==> config.mk <==
export PLATFORM = sky130hd
export DESIGN_NAME = svt_timing_bank
export DESIGN_NICKNAME = d
export VERILOG_FILES = /design/src/rtl/svt_pkg.sv /design/src/rtl/svt_timing_bank.sv
export SDC_FILE = /design/constraint.sdc
export NUM_CORES = 1
export LEC_CHECK = 0
export BUFFER_PORTS_ARGS = -buffer_cell sky130_fd_sc_hd__buf_2
export CAP_MARGIN = 20
export CORE_MARGIN = 3
export CORE_UTILIZATION = 40
export DETAILED_ROUTE_END_ITERATION = 10
export GPL_ROUTABILITY_DRIVEN = 0
export PLACE_DENSITY = 0.64
export SLEW_MARGIN = 20
export SYNTH_ARGS = -nofsm -noshare
export SYNTH_HDL_FRONTEND = slang
export SYNTH_SLANG_ARGS = --single-unit
==> constraint.sdc <==
create_clock -name clk -period 11.44 [get_ports clk]
set_input_delay 2.86 -clock clk [delete_from_list [all_inputs] [get_ports clk]]
set_output_delay 2.86 -clock clk [all_outputs]
set_load 0.05 [all_outputs]
==> src/rtl/svt_pkg.sv <==
// Operation
// - Unlocked standard port writes update both copies.
// - Locked standard port writes skip the shadows.
// - Dedicated index writes work regardless of lock.
// - Unlocked only when CRT alone is selected.
// - LCD or TV selection locks shadows automatically.
// - Shadows read only at dedicated indices.
// - Line wraps after horizontal total plus five.
// - Horizontal blank starts at blank-start match.
// - Blank ends at six-bit combined end match.
// - Blank-end bits 6:5 set display-enable skew.
// - Horizontal sync starts at retrace-start match.
// - Horizontal sync ends at five-bit end match.
// - Retrace-end bits 6:5 set sync delay.
// - Vertical total built from shadow and overflow.
// - Vertical blank start built from three sources.
// - Vertical retrace start built from overflow bits.
// - Vertical retrace end uses low four bits.
// - Vertical blank end holds low eight bits.
// - Display end high bits sit in overflow.
// - Panel lock keeps display ends dedicated only.
// - Max-scan bits 7:6 copy sync polarity while unlocked.
// - Enabled centering offset shifts image right.
// - Select bit picks horizontal register set.
package svt_pkg;

  // Number of shadow registers and of those that exist in two sets.
  localparam int SVT_NUM_REGS = 14;
  localparam int SVT_NUM_HSET = 5;

  // Dedicated indices of the shadow registers.
  localparam logic [7:0] SVT_IDX_HTOTAL = 8'h40;
  localparam logic [7:0] SVT_IDX_HBS = 8'h41;
  localparam logic [7:0] SVT_IDX_HBE = 8'h42;
  localparam logic [7:0] SVT_IDX_HRS = 8'h43;
  localparam logic [7:0] SVT_IDX_HRE = 8'h44;
  localparam logic [7:0] SVT_IDX_VTOTAL = 8'h45;
  localparam logic [7:0] SVT_IDX_VBS = 8'h46;
  localparam logic [7:0] SVT_IDX_VBE = 8'h47;
  localparam logic [7:0] SVT_IDX_VRS = 8'h48;
  localparam logic [7:0] SVT_IDX_VRE = 8'h49;
  localparam logic [7:0] SVT_IDX_OVF = 8'h4a;
  localparam logic [7:0] SVT_IDX_MSL = 8'h4b;
  localparam logic [7:0] SVT_IDX_HDE = 8'h4c;
  localparam logic [7:0] SVT_IDX_VDE = 8'h4d;

  // Standard CRTC index mirrored into each shadow, entry 0 is the lowest byte.
  localparam logic [13:0][7:0] SVT_STD_IDX = {8'h12, 8'h01, 8'h09, 8'h07, 8'h11, 8'h10, 8'h16,
                                              8'h15, 8'h06, 8'h05, 8'h04, 8'h03, 8'h02, 8'h00};
  // Bits that exist in each shadow; the rest read as zero.
  localparam logic [13:0][7:0] SVT_RW_MASK = {8'hff, 8'hff, 8'he0, 8'hef, 8'h0f, 8'hff, 8'hff,
                                              8'hff, 8'hff, 8'hff, 8'hff, 8'h7f, 8'hff, 8'hff};
  // Bits that a standard port write copies into each shadow.
  localparam logic [13:0][7:0] SVT_MIRROR_MASK = {8'hff, 8'hff, 8'h20, 8'hef, 8'h0f, 8'hff, 8'hff,
                                                  8'hff, 8'hff, 8'hff, 8'hff, 8'h7f, 8'hff, 8'hff};
  // Bits that the panel lock keeps away from standard port writes.
  localparam logic [13:0][7:0] SVT_PANEL_MASK = {8'hff, 8'hff, 8'h00, 8'h42, 8'h00, 8'h00, 8'h00,
                                                 8'h00, 8'h00, 8'h00, 8'h00, 8'h00, 8'h00, 8'h00};
  // Reset value of every shadow register.
  localparam logic [7:0] SVT_SHADOW_RST = 8'h00;

  // Field positions.
  localparam int SVT_SKEW_LSB = 5;
  localparam int SVT_HBE_HI_BIT = 7;
  localparam int SVT_OVF_VT8 = 0;
  localparam int SVT_OVF_VDE8 = 1;
  localparam int SVT_OVF_VRS8 = 2;
  localparam int SVT_OVF_VBS8 = 3;
  localparam int SVT_OVF_VT9 = 5;
  localparam int SVT_OVF_VDE9 = 6;
  localparam int SVT_OVF_VRS9 = 7;
  localparam int SVT_MSL_VBS9 = 5;
  localparam int SVT_POL_LSB = 6;

  // Characters added to the programmed horizontal total, less one for a zero-based count.
  localparam logic [8:0] SVT_HTOTAL_ADD = 9'h005;
  localparam logic [8:0] SVT_HTOTAL_LAST = SVT_HTOTAL_ADD - 9'h001;

  // Host I/O cycle as decoded by the VGA port logic.
  typedef struct packed {
    logic wr;          // Write strobe.
    logic rd;          // Read strobe.
    logic data_port;   // 1 selects the data port, 0 the index port.
    logic misc_wr;     // Write to the miscellaneous output register.
    logic [7:0] wdata; // Write data.
  } svt_host_req_t;

  // Write forwarded to the standard CRT register file.
  typedef struct packed {
    logic wr;
    logic [7:0] index;
    logic [7:0] data;
  } svt_std_wr_t;

  // Shadow timing outputs.
  typedef struct packed {
    logic hblank;
    logic hsync;
    logic vblank;
    logic vsync;
    logic disp_en;
  } svt_timing_t;

endpackage

==> src/rtl/svt_timing_bank.sv <==
`timescale 1ns/100ps
`default_nettype none
module svt_timing_bank
  import svt_pkg::*;
(
  input wire logic clk,                        // Character clock domain clock.
  input wire logic rst_n,                      // Synchronous reset, active low.
  input wire svt_host_req_t host_req,          // Host I/O cycle.
  output svt_std_wr_t std_wr,                  // Write forwarded to standard CRT registers.
  input wire logic [7:0] std_rdata,            // Read data from standard CRT registers.
  output logic [7:0] host_rdata,               // Read data returned to the host.
  output logic host_rvalid,                    // One-cycle pulse with read data.
  input wire logic crt_sel,                    // CRT display selected.
  input wire logic lcd_sel,                    // LCD display selected.
  input wire logic tv_sel,                     // TV display selected.
  input wire logic panel_control_lock_reg,     // Panel lock bit.
  input wire logic horizontal_set_select,      // 1 selects the secondary horizontal set.
  input wire logic [7:0] expansion_centering_control, // Bit 0 enables horizontal centering.
  input wire logic [6:0] hcenter_offset,       // Character units to shift right.
  input wire logic char_tick,                  // One pulse per character time.
  output svt_timing_t timing,                  // Shadow timing signals.
  output logic shadows_locked                  // Shadow lock state.
);

  // Index latched from the index port.
  logic [7:0] index_reg;
  // Shadow storage: entries 0..4 have two sets, the rest have one.
  logic [7:0] hset_reg [2][SVT_NUM_HSET];
  logic [7:0] single_reg [SVT_NUM_REGS];
  // Current view of each shadow as the selected set shows it.
  logic [13:0][7:0] view;

  logic data_wr;
  logic unlocked;
  logic hsel;

  // Lock follows display selection with no software action.
  assign unlocked = crt_sel && !lcd_sel && !tv_sel;
  assign shadows_locked = !unlocked;
  assign data_wr = host_req.wr && host_req.data_port;
  assign hsel = horizontal_set_select;

  // The index port holds the register number for the next data cycle.
  always_ff @(posedge clk) begin
    if (!rst_n) begin
      index_reg <= 8'h00;
    end else if (host_req.wr && !host_req.data_port && !host_req.misc_wr) begin
      // A miscellaneous output write shares the strobe but must not move the index.
      index_reg <= host_req.wdata;
    end
  end

  // One generate entry per shadow: dedicated writes always land, mirrored writes only when unlocked.
  for (genvar i = 0; i < SVT_NUM_REGS; i++) begin : g_shadow
    logic ded_hit;
    logic mir_hit;
    logic pol_hit;
    logic [7:0] mir_mask;
    logic [7:0] cur;
    logic [7:0] wr_next;

    assign ded_hit = data_wr && (index_reg == (SVT_IDX_HTOTAL + 8'(i)));
    assign mir_hit = data_wr && unlocked && (index_reg == SVT_STD_IDX[i]);
    // The panel lock strips the display end bits from a mirrored write.
    assign mir_mask = SVT_MIRROR_MASK[i] &
                      ~(panel_control_lock_reg ? SVT_PANEL_MASK[i] : 8'h00);
    // While unlocked, a write to the miscellaneous output register copies its sync polarity bits.
    assign pol_hit = (i == SVT_NUM_REGS - 3) && host_req.wr && host_req.misc_wr && unlocked;
    assign cur = view[i];

    // Merge the write sources; a dedicated write takes the whole register.
    always_comb begin
      wr_next = cur;
      if (ded_hit) begin
        wr_next = host_req.wdata;
      end else if (mir_hit) begin
        wr_next = (cur & ~mir_mask) | (host_req.wdata & mir_mask);
      end else if (pol_hit) begin
        wr_next = {host_req.wdata[7:6], cur[5:0]};
      end
      wr_next = wr_next & SVT_RW_MASK[i];
    end

    if (i < SVT_NUM_HSET) begin : g_dual
      // Only the selected set takes host writes and drives timing.
      always_ff @(posedge clk) begin
        if (!rst_n) begin
          hset_reg[0][i] <= SVT_SHADOW_RST;
          hset_reg[1][i] <= SVT_SHADOW_RST;
        end else if (ded_hit || mir_hit) begin
          hset_reg[hsel][i] <= wr_next;
        end
      end
      assign view[i] = hset_reg[hsel][i];
      assign single_reg[i] = 8'h00;
    end else begin : g_single
      always_ff @(posedge clk) begin
        if (!rst_n) begin
          single_reg[i] <= SVT_SHADOW_RST;
        end else if (ded_hit || mir_hit || pol_hit) begin
          single_reg[i] <= wr_next;
        end
      end
      assign view[i] = single_reg[i];
    end
  end

  // Standard port writes always reach the standard registers, locked or not.
  always_ff @(posedge clk) begin
    if (!rst_n) begin
      std_wr <= '0;
    end else begin
      std_wr.wr <= data_wr;
      std_wr.index <= index_reg;
      std_wr.data <= host_req.wdata;
    end
  end

  logic is_shadow_idx;
  assign is_shadow_idx = (index_reg >= SVT_IDX_HTOTAL) && (index_reg <= SVT_IDX_VDE);

  // Reads answer one cycle later; only dedicated indices expose shadow contents.
  always_ff @(posedge clk) begin
    if (!rst_n) begin
      host_rdata <= 8'h00;
      host_rvalid <= 1'b0;
    end else begin
      host_rvalid <= host_req.rd;
      if (host_req.rd) begin
        if (!host_req.data_port) begin
          host_rdata <= index_reg;
        end else if (is_shadow_idx) begin
          host_rdata <= view[4'(index_reg - SVT_IDX_HTOTAL)];
        end else begin
          host_rdata <= std_rdata;
        end
      end
    end
  end

  // Decoded compare points.
  logic [8:0] h_last;
  logic [10:0] v_total;
  logic [10:0] v_bstart;
  logic [10:0] v_rstart;
  logic [10:0] v_dend;
  logic [5:0] h_bend;
  logic [1:0] de_skew;
  logic [1:0] hs_delay;
  logic [1:0] sync_pol;
  logic [8:0] h_shift;

  assign h_last = {1'b0, view[0]} + SVT_HTOTAL_LAST;
  assign h_bend = {view[4][SVT_HBE_HI_BIT], view[2][4:0]};
  assign de_skew = view[2][SVT_SKEW_LSB +: 2];
  assign hs_delay = view[4][SVT_SKEW_LSB +: 2];
  assign v_total = {1'b0, view[10][SVT_OVF_VT9], view[10][SVT_OVF_VT8], view[5]};
  assign v_bstart = {1'b0, view[11][SVT_MSL_VBS9], view[10][SVT_OVF_VBS8], view[6]};
  assign v_rstart = {1'b0, view[10][SVT_OVF_VRS9], view[10][SVT_OVF_VRS8], view[8]};
  assign v_dend = {1'b0, view[10][SVT_OVF_VDE9], view[10][SVT_OVF_VDE8], view[13]};
  assign sync_pol = view[11][SVT_POL_LSB +: 2];
  // Centering shifts only the display window; sync timing stays put so the monitor keeps lock.
  assign h_shift = expansion_centering_control[0] ? {2'b00, hcenter_offset} : 9'h000;

  logic [8:0] hcount_reg;
  logic [10:0] vcount_reg;
  logic line_end;
  assign line_end = char_tick && (hcount_reg == h_last);

  // Horizontal character counter.
  always_ff @(posedge clk) begin
    if (!rst_n) begin
      hcount_reg <= 9'h000;
    end else if (char_tick) begin
      hcount_reg <= line_end ? 9'h000 : hcount_reg + 9'h001;
    end
  end

  // Vertical scan line counter, stepped at each line end.
  always_ff @(posedge clk) begin
    if (!rst_n) begin
      vcount_reg <= 11'h000;
    end else if (line_end) begin
      vcount_reg <= (vcount_reg == v_total) ? 11'h000 : vcount_reg + 11'h001;
    end
  end

  logic hblank_reg;
  logic hsync_reg;
  logic vblank_reg;
  logic vsync_reg;

  // Horizontal blank: start has priority when both compares hit.
  always_ff @(posedge clk) begin
    if (!rst_n) begin
      hblank_reg <= 1'b0;
    end else if (char_tick) begin
      if (hcount_reg == {1'b0, view[1]}) begin
        hblank_reg <= 1'b1;
      end else if (hcount_reg[5:0] == h_bend) begin
        hblank_reg <= 1'b0;
      end
    end
  end

  // Horizontal retrace.
  always_ff @(posedge clk) begin
    if (!rst_n) begin
      hsync_reg <= 1'b0;
    end else if (char_tick) begin
      if (hcount_reg == {1'b0, view[3]}) begin
        hsync_reg <= 1'b1;
      end else if (hcount_reg[4:0] == view[4][4:0]) begin
        hsync_reg <= 1'b0;
      end
    end
  end

  // Vertical blank.
  always_ff @(posedge clk) begin
    if (!rst_n) begin
      vblank_reg <= 1'b0;
    end else if (line_end) begin
      if (vcount_reg == v_bstart) begin
        vblank_reg <= 1'b1;
      end else if (vcount_reg[7:0] == view[7]) begin
        vblank_reg <= 1'b0;
      end
    end
  end

  // Vertical retrace; reserved upper bits of its end register take no part.
  always_ff @(posedge clk) begin
    if (!rst_n) begin
      vsync_reg <= 1'b0;
    end else if (line_end) begin
      if (vcount_reg == v_rstart) begin
        vsync_reg <= 1'b1;
      end else if (vcount_reg[3:0] == view[9][3:0]) begin
        vsync_reg <= 1'b0;
      end
    end
  end

  // Raw display enable inside the shifted horizontal window and above the display end line.
  logic de_raw;
  logic [8:0] h_dend_shift;
  assign h_dend_shift = {1'b0, view[12]} + h_shift;
  assign de_raw = (hcount_reg >= h_shift) && (hcount_reg <= h_dend_shift) && (vcount_reg <= v_dend);

  // Delay lines for skew and sync delay, one stage per character time.
  logic [2:0] de_pipe_reg;
  logic [2:0] hs_pipe_reg;
  always_ff @(posedge clk) begin
    if (!rst_n) begin
      de_pipe_reg <= 3'h0;
      hs_pipe_reg <= 3'h0;
    end else if (char_tick) begin
      de_pipe_reg <= {de_pipe_reg[1:0], de_raw};
      hs_pipe_reg <= {hs_pipe_reg[1:0], hsync_reg};
    end
  end

  logic de_skewed;
  logic hs_delayed;
  assign de_skewed = (de_skew == 2'd0) ? de_raw : de_pipe_reg[de_skew - 2'd1];
  assign hs_delayed = (hs_delay == 2'd0) ? hsync_reg : hs_pipe_reg[hs_delay - 2'd1];

  // Output flops; a polarity bit of 1 gives an active-low sync.
  always_ff @(posedge clk) begin
    if (!rst_n) begin
      timing <= '0;
    end else begin
      timing.hblank <= hblank_reg;
      timing.hsync <= hs_delayed ^ sync_pol[0];
      timing.vblank <= vblank_reg;
      timing.vsync <= vsync_reg ^ sync_pol[1];
      timing.disp_en <= de_skewed;
    end
  end
endmodule
`default_nettype wire

### After elaboration in Yosys (flattened, before gate mapping)

Memory sizes are Yosys's and may differ from the RTL's.
Cells that the tools add are included.

| cells by class | value |
|---|---|
| add/subtract/negate cells | 7 |
| multiplexer cells | 71 |
| equality and inequality tests | 37 |
| magnitude comparators | 8 |
| bitwise logic cells | 16 |
| reductions and logical operators | 92 |

Operators by type and width:

| kind | count |
|---|---|
| 2-to-1 mux 8 bit | 29 |
| == test 8 x 7 -> 1 bit, second input constant | 14 |
| AND 8 bit | 5 |
| == test 8 x 5 -> 1 bit, second input constant | 5 |
| logical AND 1 bit | 40 |
| 2-to-1 mux 39 bit | 1 |
| OR reduction 39 bit | 1 |
| == test 11 x 10 -> 1 bit | 3 |
| binary-select mux 8 bit (select 4 bit) | 1 |
| == test 8 x 3 -> 1 bit, second input constant | 4 |
| 2-to-1 mux 1 bit | 29 |
| 2-to-1 mux 7 bit | 4 |
| AND reduction 2 bit | 14 |
| nonzero test 2 bit | 13 |
| inverter 8 bit | 3 |
| OR 8 bit | 3 |
| == test 9 x 8 -> 1 bit | 2 |
| == test 8 x 2 -> 1 bit, second input constant | 2 |
| logical OR 1 bit | 15 |
| adder 11 x 1 -> 11 bit, second input constant | 1 |
| <= comparator 11 x 10 -> 1 bit | 1 |
| 2-to-1 mux 11 bit | 1 |
| adder 8 x 3 -> 9 bit, second input constant | 1 |
| adder 8 x 7 -> 9 bit | 1 |
| 28 further kinds | 38 |

| storage, ports and cells | value |
|---|---|
| bits in writable memories | 78 |
| memories kept | 1 |
| input port bits | 43 |
| bits in registers | 131 |

Memory list:

| name | words | bits a word | rd ports | clocked after memory_dff | wr ports | RTL line | source |
|---|---|---|---|---|---|---|---|
| hset_reg | 2 | 39 | 1 | 0 | 2 | svt_timing_bank.sv:28 | `logic [7:0] hset_reg [2][SVT_NUM_HSET];` |

### Logic depth before layout (Yosys ltp)

| logic depth | value |
|---|---|
| depth after elaboration | 11 |
| depth in mapped cells | 16 |

### Worst setup path after synthesis

OpenSTA, ideal clock, no wires.

| timing path | value |
|---|---|
| path kind | input to output |
| start point | input port lcd_sel |
| end point | output port shadows_locked |
| data arrival time | 3.413 ns |
| slack | 5.167 ns |
| buffers on the path | 0 |
| stages on the path | 2 |
| cell sequence | nor3b_1 inv_1 |

| on the way | value |
|---|---|
| word-level cells in the longest chain between the ends | 4 |

RTL lines:

| element | RTL line | source |
|---|---|---|
| from (decl) | svt_timing_bank.sv:14 | `input wire logic lcd_sel,` |
| zero test 1 bit | svt_timing_bank.sv:38 | `assign unlocked = crt_sel && !lcd_sel && !tv_sel;` |
| logical AND 1 bit (2 in series) | svt_timing_bank.sv:38 |  |
| zero test 1 bit | svt_timing_bank.sv:39 | `assign shadows_locked = !unlocked;` |
| to (decl) | svt_timing_bank.sv:22 | `output logic shadows_locked` |

Every way passes these cells.

### Worst setup path after layout

Ends and elaborated chain as after synthesis.

==> impl_results.md <==
* Area fraction of the dominant cell type after synthesis at 0.334
* Inserted Diodes at 0
* Initial antenna violation count at 1
* H-tree depth at 1
* Least-Margin Pin Slew at 939 ps
* Setup crit start kind: primary input
* Fmax achieved at 153 MHz
* Global router's overall resource usage at 0.217
* Clock transition at the register clock pins on the worst setup and hold paths after CTS at 60 ps
* Sum of routed wire length over all layers at 34.6 mm
* Maximum number of pins on one net before global-route repair at 94
* Mapped Avg Cell Area at 8.89 sq um
* Post-layout minimum cycle time at 6530 ps
* Area of combinational cells with multiple inputs at 0.00670 sq mm
* Slew Viols, Final at 0
* Number of unique standard cell types used by synthesis at 78
* Share of the cycle needed by the critical path after routing at 0.571
* Maximum Capacitance Violations at 0
* Highest net fanout along the worst path at 3
* Async set-reset flop share out of synthesis at 0
* Hold Path Class: reg2reg
* Die Width at 176 microns
* Post-synth net total at 1383
* Post-Syn Instances at 1301
* Clock buffer count from CTS at 23
* Top area cells in the synthesized netlist: sky130_fd_sc_hd__dfxtp_1 (33%), sky130_fd_sc_hd__mux2i_1 (11%), sky130_fd_sc_hd__nor2b_1 (4.7%), sky130_fd_sc_hd__xnor2_1 (4.2%), sky130_fd_sc_hd__o21ai_0 (4.2%)
* Combinational fraction of design power at 0.090
* Hpwl dp at 24.1 mm
* Slowest stage delay, CP at 320 ps
* Critical Path AT at 3670 ps
* Total of warnings raised by yosys at 0
* 1st-pass router iterations at 7
* Initial drt markers at 1032
* Number of buffer and inverter instances along the worst setup path at 3
* Gate family responsible for the most delay along the worst path: buffers and inverters
* Number of cell rows at 61
* Worst Setup Path Type: in2out
* Top layer used by detailed routing: met5
* Largest vdd supply drop at 0.000115 V
* Core outline area at 0.0282 sq mm
* Number of instances resized during post-cts repair at 0
* Sw Share at 0.243
* Area of the die at 0.0310 sq mm
* Share of the yosys chip area belonging to registers at 0.376
* Worst hold slack at 457 ps
* Routed metal-1 wirelength at 15.7 mm
* Power density of the placed cells at 134 mW/mm^2
* Worst skew pair latency at 520 ps
* Number of nets at the end of the flow at 1389
* Via Count at 9754
* Fraction of layout instances using a drive strength above 1 at 0.106
* Routed WL per cell at 20.4 microns
* Vertical extent of the die at 176 microns
* Required time reported for the critical path endpoint at 8580 ps
* Number of post-CTS setup repair buffers at 0
* Worst max-slew margin expressed relative to the limit at 0.370
* Library cell used as clock root buffer: sky130_fd_sc_hd__clkbuf_16
* Internal power at 1320 uW
* Leakage power at 0.00524 uW
* Largest register FFs at 78
* Most common cell in the synthesized netlist: sky130_fd_sc_hd__dfxtp_1
* Register Area at 0.00434 sq mm
* Final-report setup violation count at 0
* P_sw at 422 uW
* Outcome: complete, no violations
* Met2 wire length at 14.8 mm
* Cell area after synthesis at 0.0116 sq mm
* Hold-fix buffers, CTS at 0
* Residual DRC count at 0
* Number of input and output port buffers inserted at 67
* Top cells by instance count after synthesis: sky130_fd_sc_hd__dfxtp_1 (193), sky130_fd_sc_hd__mux2i_1 (124), sky130_fd_sc_hd__nand2_1 (119)
* Post-synth EDFFs at 16
* First-pass GRT wire length at 53.4 mm
* RSZ-0062 raised after global routing: false
* Sequential cell fraction of total power at 0.437
* Slowest library cell on the worst path: sky130_fd_sc_hd__nor3b_1
* Flip-flop and latch count after synthesis at 209
* Most frequent cell on the critical path: sky130_fd_sc_hd__buf_2
* Area Growth Syn to Fin at 11.8%
* Number of vias per cell at 5.74
* Routed wl met3 at 2.83 mm
* Endpoint kind of the worst setup timing path: output port
* Clock network fraction of total power at 0.473
* Clock tree from TritonCTS: built
* Crit path cell chain: buf_2 > nor3b_1 > inv_1 > buf_2
* Total negative slack for setup checks at 0 ps
* Flip-flop cell with the highest count after synthesis: sky130_fd_sc_hd__dfxtp_1
* Final global-route overflow total at 0
* Worst clock skew on the final layout at 12.3 ps
* Initial core utilization at 0.411
* Final hold violation count at 0
* Number of sinks on the clock net at 209
* Top Ports at 75
* Count of antenna-violating nets left after detailed routing at 0
* Largest area contributor in the synthesized netlist: sky130_fd_sc_hd__dfxtp_1
* Number of global-route vias before repair at 9216
* Maximum clock path buffer count at 3
* Layout Utilization at 0.459
* Final-layout fill cell count at 2734
## power by group through the flow
stage,clock network [uW],registers (uW),logic (uW)
after floorplan,0,790,89.4
after global placement,0,774,153
after detailed placement,0,774,154
after CTS,838,758,155
after global routing,868,760,166
final,823,759,156
## through the flow
stage / cell area (sq um) / instances / total power (uW) / setup slack [ps]
3_5_place_dp: 12100 / 1659 / 929 / 4900
2_1_floorplan: 11600 / 1301 / 879 / 5170
5_1_grt: 12900 / 1699 / 1790 / 4780
3_3_place_gp: 12100 / 1659 / 927 / 4900
6_report: 12900 / 1699 / 1740 / 4910
4_1_cts: 12900 / 1698 / 1750 / 4900
## metal layers
metal / global-route usage / vias up
met5: 0 / -
met4: 0.0670 / 2
met3: 0.0437 / 97
met2: 0.332 / 413
met1: 0.309 / 4627
li1: - / 4615
## worst min-delay path: stages, from the launching register on
cell                      delay [ps]
sky130_fd_sc_hd__dfxtp_1         310
sky130_fd_sc_hd__nand2_1          50
sky130_fd_sc_hd__o21ai_0          50
## cell families (layout without fill, tap and decap cells)
family	count (synthesis)	after routing	share of synthesized area
xor+xnor	91	91	0.0689
flops	209	209	0.376
buf+inv	140	160	0.0471
fa+ha+maj	39	39	0.0428
simple gates	442	442	0.210
mux	136	136	0.121
compound gates	244	244	0.135
## layout make-up
type | instances | area share
multi-input cells | 952 | 0.518
clock inverters | 9 | 0.0135
clock buffers | 30 | 0.0513
well taps | 378 | 0.0366
flip-flops and latches | 209 | 0.336
repair buffers | 78 | 0.0323
inverters | 43 | 0.0125
## cells in the final DEF, fill, tap and decap left out, types with 9 or more instances in the layout
master,Yosys,layout
sky130_fd_sc_hd__nor3b_1,12,12
sky130_fd_sc_hd__xor2_1,35,35
sky130_fd_sc_hd__nor3_1,14,13
sky130_fd_sc_hd__a31oi_1,14,14
sky130_fd_sc_hd__nand3_1,38,38
sky130_fd_sc_hd__xnor2_1,56,56
sky130_fd_sc_hd__and2_1,25,25
sky130_fd_sc_hd__buf_4,1,11
sky130_fd_sc_hd__a21oi_1,21,21
sky130_fd_sc_hd__o21ai_0,96,95
sky130_fd_sc_hd__nor4_1,14,13
sky130_fd_sc_hd__nor2_1,45,45
sky130_fd_sc_hd__nand2_1,119,119
sky130_fd_sc_hd__edfxtp_1,16,16
sky130_fd_sc_hd__inv_1,41,41
sky130_fd_sc_hd__ha_1,38,38
sky130_fd_sc_hd__nor2b_1,87,87
sky130_fd_sc_hd__clkbuf_16,0,24
sky130_fd_sc_hd__and3_1,15,15
sky130_fd_sc_hd__nand4_1,22,22
sky130_fd_sc_hd__o22ai_1,15,15
sky130_fd_sc_hd__nand3b_1,13,13
sky130_fd_sc_hd__mux2i_1,124,124
sky130_fd_sc_hd__a21boi_0,29,29
sky130_fd_sc_hd__dfxtp_1,193,193
sky130_fd_sc_hd__buf_2,12,67
sky130_fd_sc_hd__mux2_2,9,9
## worst paths after layout
kind                  start              to  slack [ps]  depth (start not counted)
max                 lcd_sel  shadows_locked        4910                          4
min          hset_reg[0][2]  hset_reg[0][2]         460                          2
max reg2reg       flip-flop       timing[0]        8130                         14
min reg2reg  hset_reg[0][2]  hset_reg[0][2]         460                          2
No activity file was read; power rests on OpenSTA's default activity.
